<file path="config.mk">
export PLATFORM = sky130hd
export DESIGN_NAME = crc_engine_auto_flash_scan
export DESIGN_NICKNAME = d
export VERILOG_FILES = /design/src/hdl/crc_engine_pkg.sv /design/src/hdl/crc_engine_auto_flash_scan.sv
export VERILOG_INCLUDE_DIRS = /design/src /design/src/hdl
export SDC_FILE = /design/constraint.sdc
export NUM_CORES = 1
export LEC_CHECK = 0
export ABC_CLOCK_PERIOD_IN_PS = 4600
export BUFFER_PORTS_ARGS = -buffer_cell sky130_fd_sc_hd__clkbuf_2
export CORE_AREA = 4 4 209 211
export DETAILED_ROUTE_END_ITERATION = 16
export DIE_AREA = 0 0 213 215
export GPL_TIMING_DRIVEN = 0
export SLEW_MARGIN = 20
export SYNTH_ARGS = -nofsm -noshare
export SYNTH_HDL_FRONTEND = slang
export SYNTH_SLANG_ARGS = --single-unit
</file>
<file path="constraint.sdc">
create_clock -name clk_sys_i -period 4.6 [get_ports clk_sys_i]
set_clock_uncertainty 0.05 [all_clocks]
set_input_delay 0.92 -clock clk_sys_i [delete_from_list [all_inputs] [get_ports clk_sys_i]]
set_output_delay 0.92 -clock clk_sys_i [all_outputs]
set_load 0.02 [all_outputs]
</file>
<file path="src/hdl/crc_engine_consts.svh">
// Purpose: Register addresses, field positions, reset values and constants of the CRC engine.
// Assumes: Included by its bare name from the design file, the checker and the bench.
// Notes: Definitions only.
`ifndef CRC_ENGINE_CONSTS_SVH
`define CRC_ENGINE_CONSTS_SVH

// ----------------------------------------------------------------------------
// Register addresses
// ----------------------------------------------------------------------------
`define ADDR_RESULT_PORT 8'h91
`define ADDR_CRC_CONTROL 8'h92
`define ADDR_BYTE_INPUT 8'h93
`define ADDR_BIT_REVERSE 8'h94
`define ADDR_AUTO_CONTROL 8'h96
`define ADDR_SECTOR_COUNT 8'h97

// ----------------------------------------------------------------------------
// Field positions
// ----------------------------------------------------------------------------
`define CTL_POLY_SEL_BIT 4
`define CTL_PRESET_BIT 3
`define CTL_PRESET_VAL_BIT 2
`define AUTO_ENABLE_BIT 7
`define AUTO_COMPLETE_BIT 6

// ----------------------------------------------------------------------------
// Reset values and arithmetic constants
// ----------------------------------------------------------------------------
`define RST_BYTE 8'h00
`define RST_AUTO_CONTROL 8'h40
`define RST_RESULT 32'h00000000
`define PRESET_ONES 32'hFFFFFFFF
`define POLY_32 32'h04C11DB7
`define POLY_16 16'h1021
`define SECTOR_SHIFT 10
`define FULL_SPACE_SECTORS 7'h40
`define FIFO_DEPTH 16
`define FIFO_WIDTH 8

`endif

</file>
<file path="src/hdl/crc_engine_pkg.sv">
// Purpose: Types shared by the CRC engine.
// Assumes: Constants come from crc_engine_consts.svh.
// Notes: The package holds types only.
package crc_engine_pkg;

  // Special function register access, one request per clock.
  typedef struct packed {
    logic [7:0] addr;
    logic wr;
    logic rd;
    logic [7:0] wdata;
  } sfr_req_t;

  // Flash read return.
  typedef struct packed {
    logic valid;
    logic [7:0] data;
  } flash_rsp_t;

  // Automatic scan sequencer.
  typedef enum logic [1:0] {
    SCAN_IDLE,
    SCAN_REQ,
    SCAN_WAIT,
    SCAN_DRAIN
  } scan_state_t;

endpackage

</file>
<file path="src/hdl/crc_engine_auto_flash_scan.sv">
// Purpose: Byte-serial CRC engine with result byte port, bit reverse and automatic flash scan.
// Assumes: Core and flash controller share clk_sys_i; reset is synchronous, active low.
// Notes: The core is stalled while an automatic scan runs.
//
// Operation
// - Each write to the byte input register folds that byte into the stored CRC result.
// - The result port reaches only the result byte chosen by the byte pointer.
// - With auto scan enable set, a control register write launches an automatic scan unless one is already running.
// - The complete flag reads zero while a scan runs and one otherwise.
// - The core is stalled from the launch of a scan until it has finished.
// - The start sector field gives the first sector, at byte address start times 1024.
// - On large parts, start sectors 32 to 63 reach the upper bank chosen by the bank select.
// - The sector count field gives how many sectors a scan includes.
// - Start and count both zero scan the whole 64kB banked code space.
// - The two upper bits of the sector count read as zero and ignore writes.
// - A byte written to the bit reverse register reads back with its bit order mirrored.
// - Poly select zero uses the 32-bit polynomial, one the 16-bit polynomial.
// - The byte pointer steps after every read or write of the result port.
// - Writing one to the preset bit sets the result to all zeros or all ones.
// - The result holds until preset, overwritten through the port, or fed new data.
`include "crc_engine_consts.svh"
`timescale 1ns/1ps
`default_nettype none

// ----------------------------------------------------------------------------
// Byte FIFO between flash reads and the CRC fold
// ----------------------------------------------------------------------------
module crc_byte_fifo #(
  parameter int WIDTH = `FIFO_WIDTH,
  parameter int DEPTH = `FIFO_DEPTH
) (
  input wire logic clk_sys_i, // System clock.
  input wire logic rst_n_i, // Synchronous reset, active low.
  input wire logic in_valid_i, // Write side offers a word.
  output logic in_ready_o, // Room for a word.
  input wire logic [WIDTH-1:0] in_data_i, // Word written.
  output logic out_valid_o, // A word is waiting.
  input wire logic out_ready_i, // Read side takes the word.
  output logic [WIDTH-1:0] out_data_o // Oldest word.
);
  localparam int AW = $clog2(DEPTH);
  logic [WIDTH-1:0] mem [DEPTH];
  logic [AW-1:0] wr_ptr_reg;
  logic [AW-1:0] rd_ptr_reg;
  logic [AW:0] fill_reg;
  wire logic push = in_valid_i && in_ready_o;
  wire logic pop = out_valid_o && out_ready_i;

  // Full and empty come straight from the fill count.
  assign in_ready_o = (fill_reg != (AW+1)'(DEPTH));
  assign out_valid_o = (fill_reg != '0);
  assign out_data_o = mem[rd_ptr_reg];
  // Storage has no reset, only the pointers and the fill count do.
  always_ff @(posedge clk_sys_i)
  begin
    if (push)
    begin
      mem[wr_ptr_reg] <= in_data_i;
    end
  end
  // Pointers wrap naturally because the depth is a power of two.
  always_ff @(posedge clk_sys_i)
  begin
    if (!rst_n_i)
    begin
      wr_ptr_reg <= '0;
      rd_ptr_reg <= '0;
      fill_reg <= '0;
    end
    else
    begin
      wr_ptr_reg <= wr_ptr_reg + AW'(push);
      rd_ptr_reg <= rd_ptr_reg + AW'(pop);
      fill_reg <= fill_reg + (AW+1)'(push) - (AW+1)'(pop);
    end
  end
endmodule

// ----------------------------------------------------------------------------
// CRC engine top
// ----------------------------------------------------------------------------
module crc_engine_auto_flash_scan
  import crc_engine_pkg::*;
(
  input wire logic clk_sys_i, // System clock, 100 MHz.
  input wire logic rst_n_i, // Synchronous reset, active low.
  input wire sfr_req_t sfr_req_i, // Register access from the core.
  output logic [7:0] sfr_rdata_o, // Read data, one cycle after the read.
  output logic cpu_stall_o, // Holds the core while a scan runs.
  input wire logic [1:0] fetch_bank_select_i, // Upper bank choice from the bank register.
  output logic flash_req_o, // Flash read request.
  output logic [16:0] flash_addr_o, // Flash byte address of the request.
  input wire logic flash_gnt_i, // Flash controller took the request.
  input wire flash_rsp_t flash_rsp_i // Flash read data return.
);

  // --------------------------------------------------------------------------
  // Registers
  // --------------------------------------------------------------------------
  logic [31:0] result_reg;
  logic [31:0] result_next;
  logic poly_width_select_reg;
  logic preset_value_select_reg;
  logic [1:0] result_byte_pointer_reg;
  logic auto_scan_enable_reg;
  logic [5:0] start_sector_reg;
  logic [5:0] auto_sector_count_reg;
  logic [7:0] byte_input_reg;
  logic [7:0] bit_reverse_reg;
  logic [7:0] rdata_reg;
  scan_state_t state_reg;
  scan_state_t state_next;
  logic [15:0] scan_addr_reg;
  logic [16:0] scan_left_reg;
  // --------------------------------------------------------------------------
  // Address decode
  // --------------------------------------------------------------------------
  wire logic wr_port = sfr_req_i.wr && (sfr_req_i.addr == `ADDR_RESULT_PORT);
  wire logic rd_port = sfr_req_i.rd && (sfr_req_i.addr == `ADDR_RESULT_PORT);
  wire logic wr_ctl = sfr_req_i.wr && (sfr_req_i.addr == `ADDR_CRC_CONTROL);
  wire logic wr_in = sfr_req_i.wr && (sfr_req_i.addr == `ADDR_BYTE_INPUT);
  wire logic wr_rev = sfr_req_i.wr && (sfr_req_i.addr == `ADDR_BIT_REVERSE);
  wire logic wr_auto = sfr_req_i.wr && (sfr_req_i.addr == `ADDR_AUTO_CONTROL);
  wire logic wr_cnt = sfr_req_i.wr && (sfr_req_i.addr == `ADDR_SECTOR_COUNT);
  wire logic preset_req = wr_ctl && sfr_req_i.wdata[`CTL_PRESET_BIT];
  wire logic scan_idle = (state_reg == SCAN_IDLE);
  wire logic launch = wr_ctl && auto_scan_enable_reg && scan_idle;
  // --------------------------------------------------------------------------
  // Byte selection through the pointer
  // --------------------------------------------------------------------------
  // In 16-bit mode pointer values 2 and 3 alias bytes 0 and 1.
  wire logic [1:0] byte_sel = poly_width_select_reg ?
                              {1'b0, result_byte_pointer_reg[0]} :
                              result_byte_pointer_reg;
  wire logic [7:0] result_byte = result_reg[{byte_sel, 3'b000} +: 8];

  // --------------------------------------------------------------------------
  // Scan range
  // --------------------------------------------------------------------------
  // Start and count both zero mean the whole banked space.
  wire logic full_space = (start_sector_reg == '0) && (auto_sector_count_reg == '0);
  wire logic [6:0] sectors = full_space ? `FULL_SPACE_SECTORS :
                             {1'b0, auto_sector_count_reg};
  wire logic [16:0] scan_bytes = {sectors, 10'h000};
  wire logic [15:0] start_addr = {start_sector_reg, 10'h000};
  // Sectors 32 to 63 sit in the upper half and take the bank select.
  assign flash_addr_o = scan_addr_reg[15] ?
                        {fetch_bank_select_i, scan_addr_reg[14:0]} :
                        {2'b00, scan_addr_reg[14:0]};

  // --------------------------------------------------------------------------
  // Flash data FIFO
  // --------------------------------------------------------------------------
  logic fifo_in_ready;
  logic fifo_out_valid;
  logic [7:0] fifo_out_data;
  wire logic fifo_push = (state_reg == SCAN_WAIT) && flash_rsp_i.valid;
  // A core write to the byte input takes the fold, so the FIFO waits a cycle.
  wire logic fifo_out_ready = !(wr_in || wr_port || preset_req);
  wire logic fifo_pop = fifo_out_valid && fifo_out_ready;
  crc_byte_fifo #(
    .WIDTH(`FIFO_WIDTH),
    .DEPTH(`FIFO_DEPTH)
  ) crc_byte_fifo_i (
    .clk_sys_i(clk_sys_i),
    .rst_n_i(rst_n_i),
    .in_valid_i(fifo_push),
    .in_ready_o(fifo_in_ready),
    .in_data_i(flash_rsp_i.data),
    .out_valid_o(fifo_out_valid),
    .out_ready_i(fifo_out_ready),
    .out_data_o(fifo_out_data)
  );
  // --------------------------------------------------------------------------
  // CRC byte fold, most significant bit first
  // --------------------------------------------------------------------------
  function automatic logic [31:0] crc_fold(
    input logic [31:0] crc,
    input logic [7:0] data,
    input logic sel16
  );
    logic [31:0] c32;
    logic [15:0] c16;
    c32 = crc;
    c16 = crc[15:0];
    for (int i = 7; i >= 0; i--)
    begin
      c32 = (c32[31] ^ data[i]) ? ((c32 << 1) ^ `POLY_32) : (c32 << 1);
      c16 = (c16[15] ^ data[i]) ? ((c16 << 1) ^ `POLY_16) : (c16 << 1);
    end
    return sel16 ? {16'h0000, c16} : c32;
  endfunction
  // Preset wins, then a port write, then core data, then scanned data.
  always_comb
  begin
    result_next = result_reg;
    if (preset_req)
    begin
      result_next = sfr_req_i.wdata[`CTL_PRESET_VAL_BIT] ? `PRESET_ONES : `RST_RESULT;
    end
    else if (wr_port)
    begin
      result_next[{byte_sel, 3'b000} +: 8] = sfr_req_i.wdata;
    end
    else if (wr_in)
    begin
      result_next = crc_fold(result_reg, sfr_req_i.wdata, poly_width_select_reg);
    end
    else if (fifo_pop)
    begin
      result_next = crc_fold(result_reg, fifo_out_data, poly_width_select_reg);
    end
  end

  // The preset value in a control write applies to that same write.
  always_ff @(posedge clk_sys_i)
  begin
    if (!rst_n_i)
    begin
      result_reg <= `RST_RESULT;
    end
    else
    begin
      result_reg <= result_next;
    end
  end

  // --------------------------------------------------------------------------
  // Configuration registers
  // --------------------------------------------------------------------------
  // A port access after a control write uses the pointer just written.
  always_ff @(posedge clk_sys_i)
  begin
    if (!rst_n_i)
    begin
      poly_width_select_reg <= 1'b0;
      preset_value_select_reg <= 1'b0;
      result_byte_pointer_reg <= 2'b00;
    end
    else if (wr_ctl)
    begin
      poly_width_select_reg <= sfr_req_i.wdata[`CTL_POLY_SEL_BIT];
      preset_value_select_reg <= sfr_req_i.wdata[`CTL_PRESET_VAL_BIT];
      result_byte_pointer_reg <= sfr_req_i.wdata[1:0];
    end
    else if (wr_port || rd_port)
    begin
      result_byte_pointer_reg <= result_byte_pointer_reg + 2'b01;
    end
  end

  // Scan setup, byte input and bit reverse registers.
  always_ff @(posedge clk_sys_i)
  begin
    if (!rst_n_i)
    begin
      auto_scan_enable_reg <= 1'b0;
      start_sector_reg <= '0;
      auto_sector_count_reg <= '0;
      byte_input_reg <= `RST_BYTE;
      bit_reverse_reg <= `RST_BYTE;
    end
    else
    begin
      if (wr_auto)
      begin
        auto_scan_enable_reg <= sfr_req_i.wdata[`AUTO_ENABLE_BIT];
        start_sector_reg <= sfr_req_i.wdata[5:0];
      end
      if (wr_cnt)
      begin
        auto_sector_count_reg <= sfr_req_i.wdata[5:0];
      end
      if (wr_in)
      begin
        byte_input_reg <= sfr_req_i.wdata;
      end
      if (wr_rev)
      begin
        bit_reverse_reg <= {<<{sfr_req_i.wdata}};
      end
    end
  end

  // --------------------------------------------------------------------------
  // Read data
  // --------------------------------------------------------------------------
  // The preset bit acts on write only and reads as zero.
  wire logic [7:0] ctl_rd = {3'b000, poly_width_select_reg, 1'b0,
                             preset_value_select_reg, result_byte_pointer_reg};
  wire logic [7:0] auto_rd = {auto_scan_enable_reg, scan_idle, start_sector_reg};
  logic [7:0] rd_mux;
  always_comb
  begin
    case (sfr_req_i.addr)
      `ADDR_RESULT_PORT: rd_mux = result_byte;
      `ADDR_CRC_CONTROL: rd_mux = ctl_rd;
      `ADDR_BYTE_INPUT: rd_mux = byte_input_reg;
      `ADDR_BIT_REVERSE: rd_mux = bit_reverse_reg;
      `ADDR_AUTO_CONTROL: rd_mux = auto_rd;
      `ADDR_SECTOR_COUNT: rd_mux = {2'b00, auto_sector_count_reg};
      default: rd_mux = 8'h00;
    endcase
  end
  // Read data is registered and holds until the next read.
  always_ff @(posedge clk_sys_i)
  begin
    if (!rst_n_i)
    begin
      rdata_reg <= 8'h00;
    end
    else if (sfr_req_i.rd)
    begin
      rdata_reg <= rd_mux;
    end
  end
  assign sfr_rdata_o = rdata_reg;
  // --------------------------------------------------------------------------
  // Automatic scan sequencer
  // --------------------------------------------------------------------------
  // One flash read is in flight at a time; a request waits for FIFO room,
  // which keeps the flash side stalled if the fold ever falls behind.
  wire logic last_byte = (scan_left_reg == 17'h00001);
  always_comb
  begin
    state_next = state_reg;
    case (state_reg)
      SCAN_IDLE: if (launch) state_next = (scan_bytes == '0) ? SCAN_DRAIN : SCAN_REQ;
      SCAN_REQ: if (flash_gnt_i && fifo_in_ready) state_next = SCAN_WAIT;
      SCAN_WAIT: if (flash_rsp_i.valid) state_next = last_byte ? SCAN_DRAIN : SCAN_REQ;
      SCAN_DRAIN: if (!fifo_out_valid) state_next = SCAN_IDLE;
      default: state_next = SCAN_IDLE;
    endcase
  end
  // Address steps upward one byte per returned read.
  always_ff @(posedge clk_sys_i)
  begin
    if (!rst_n_i)
    begin
      state_reg <= SCAN_IDLE;
      scan_addr_reg <= '0;
      scan_left_reg <= '0;
    end
    else
    begin
      state_reg <= state_next;
      if (launch)
      begin
        scan_addr_reg <= start_addr;
        scan_left_reg <= scan_bytes;
      end
      else if (fifo_push)
      begin
        scan_addr_reg <= scan_addr_reg + 16'h0001;
        scan_left_reg <= scan_left_reg - 17'h00001;
      end
    end
  end

  assign flash_req_o = (state_reg == SCAN_REQ) && fifo_in_ready;
  // The stall rises with the launch write itself so no instruction slips by.
  assign cpu_stall_o = launch || !scan_idle;

endmodule

`default_nettype wire

</file>
==> impl_metrics.yaml <==
run_status:
  status: "completed"
synthesis:
  async_flop_share_pct: 0
  ys_warn_count: 0
  netlist_area_mm2: 0.0133
  synth.area.top_cells: "edfxtp_1 (29%), dfxtp_1 (18%), mux4_2 (8.1%)"
  synth_area_leader_cell: "edfxtp_1"
  synth_seq_cells: 249
  synth-seq-area-share_pct: 47.1
  synth_fp_nets: 1266
  postSynthAreaPerCell_um2: 10.9
  synth_ff_type: "edfxtp_1"
  synth_edf_count: 128
  syn_inst: 1218
  synth_top_area_share_pct: 28.9
  synth.distinct_cells: 74
flow_run:
  cap_viol_max_count: 0
clocking:
  clk_pin_slew_ps: 60
  postCtsSetupBuffers: 0
  cts_tree: "built"
  cts_root_buf: "clkbuf_16"
  htreeDepth: 1
  cts_sinks: 249
  clk_path_buf_depth: 3
  clk_latency_ps: 550
  cts_made_buffers: 27
worst_setup_path:
  required_ps: 4980
  path_class: "in -> reg"
  startpoint_type: "primary input"
  end_kind: "flip-flop"
  path_max_fanout: 10
  critPathArrivalTime_ps: 4630
global_routing:
  antenna_found_initial: 0
  grtUsageTotal_pct: 17.0
  grt_pass1_vias: 9800
  grt_pass1_wl_um: 60200
  gr-total-overflow: 0
  grt_max_degree: 17
routing:
  drtAntennaViolNets: 0
  totalWireLength_um: 39600
  dr.pass1.iters: 6
  wl_per_cell_um: 21.3
  drt-initial-drc-count: 848
  via_per_inst: 5.38
  drc: 0
  num_vias: 10000
sta:
  tightest_slew_ps: 1120
  fmax_ghz: 0.235
  max_slew_margin_pct: 25.1
  setup_viol: 0
  slew_violations: 0
  min_period_ps: 4250
  period_share_pct: 92.4
  rsz0062_at_grt: "no"
  whs_ps: 405
  finalHoldViolCount: 0
power_and_ir_drop:
  leakagePower_uw: 0.00532
  swShare_pct: 43.4
  power.density_mw_per_mm2: 807
  p_int_uw: 6950
  power.switching_uw: 5340
  seq_power_share_pct: 23.0
  peakVddDrop_uv: 592
  combPwrFrac_pct: 59.5
  p_clk_share_pct: 17.5
  p_total_uw: 12300
final_layout:
  drive_gt1_share_pct: 15.3
  n_antenna_cell: 0
  nets: 1353
  largest_reg_flops: 128
  syn_to_final_growth_pct: 14.4
die:
  die_x_um: 213
  boundaryPins: 59
  start_util_pct: 31.9
  design.core.area_mm2: 0.0418
  fp.dieH_um: 215
  die-area_mm2: 0.0458
  row_count: 75
worst_hold_path:
  hold_path_class: "reg -> reg"
placed_design:
  gp_congestion: 0.967
  dp_hpwl_um: 29300
  port_buffers: 53
area by class of cell:
cell class | instances | area [um2]
Clock inverter | 10 | 100
Timing Repair Buffer | 58 | 298
Clock buffer | 38 | 777
Fill cell | 4073 | 26500
Sequential cell | 249 | 6270
Multi-Input combinational cell | 872 | 6650
Tap cell | 539 | 674
Inverter | 18 | 67.6
Buffer | 79 | 399
power groups by stage:
stage / Sequential (uW) / Clock [uW] / Combinational (uW)
floorplan: 2730 / 0 / 5260
global placement: 2860 / 0 / 7190
detailed placement: 2850 / 0 / 7150
CTS: 2810 / 2180 / 7190
global route: 2830 / 2270 / 7760
finish: 2820 / 2150 / 7310
worst paths after layout:
kind / start / endpoint / slack (ps) / cells after the start
worst max-delay path: sfr_req_i[13] / result_reg[4] / 350 / 10
worst min-delay path: byte_input_reg[0] / byte_input_reg[0] / 400 / 2
worst max register to register: crc_byte_fifo_i.rd_ptr_reg[3] / result_reg[5] / 510 / 12
worst min register to register: byte_input_reg[0] / byte_input_reg[0] / 400 / 2
metal layers:
layer	global-route usage, %	routed length, um	vias to the layer above
met4	5.84	1600	0
met2	26.5	17800	452
met1	24.3	17400	4851
met5	0	0	-
li1	-	-	4626
met3	2.36	2900	101
per-stage QoR:
step / instances / TNS [ps] / cell area [um2] / setup slack [ps] / utilization, %
after floorplan: 1218 / 0 / 13300 / 642 / -
after global placement: 1810 / -9060 / 14300 / -919 / 34.1
after detailed placement: 1815 / -663 / 14300 / -466 / 34.3
after CTS: 1863 / 0 / 15200 / 278 / 36.4
after global routing: 1863 / 0 / 15200 / 115 / 36.5
final: 1863 / 0 / 15200 / 348 / 36.5
cell usage after synthesis, types with 14 or more instances:
master    number
buf_4         17
a221oi_1      23
nor2_1       136
inv_1         17
and2_1        15
o21ai_0       55
a211oi_1      14
xor2_1        61
nand2_1       92
dfxtp_1      121
clkbuf_1      51
a22oi_1       16
ha_1          15
mux4_2        48
nand3_1       30
edfxtp_1     128
nor3_1        21
mux2i_1       28
xnor2_1      100
a31oi_1       14
a21oi_1       66
worst max-delay path: stages:
cell and delay, ps:
clkbuf_2 90, or4b_2 700, nor4_2 400, buf_2 300, clkbuf_1 480, clkbuf_1 500, buf_1 610, o21ai_0 330
o2111ai_1 180, o21ai_0 110
cell families (layout without fill, tap and decap cells):
logic type | count (synthesis) | in the layout | synth area share (%)
compound gates | 229 | 229 | 11.0
xor+xnor | 179 | 179 | 13.4
fa+ha+maj | 16 | 16 | 1.56
buf+inv | 97 | 203 | 3.51
flops | 249 | 249 | 47.1
mux | 79 | 79 | 10.5
simple gates | 369 | 369 | 13.0
placed cells by master, fill, tap and decap left out, drive strengths merged, types with 13 or more instances in the layout:
master  count
xor2       66
edfxtp    128
a211oi     14
nand3      30
o21ai      57
a221oi     23
ha         15
xnor2     103
a21oi      66
and2       15
clkbuf    142
inv        21
nand2      92
nor3       23
buf        33
a22oi      16
a31oi      14
nor2b      13
nor2      136
mux2i      28
dfxtp     121
mux4       48
repair_timing:
item | CTS | global route
endpoints found under the hold margin | 0 | 0
gates cloned | 0 | 0
hold buffers | 0 | 0
endpoints found under the setup margin | 1 | 2
gates resized for setup | 1 | 1
(Power assumes the default switching activity.)
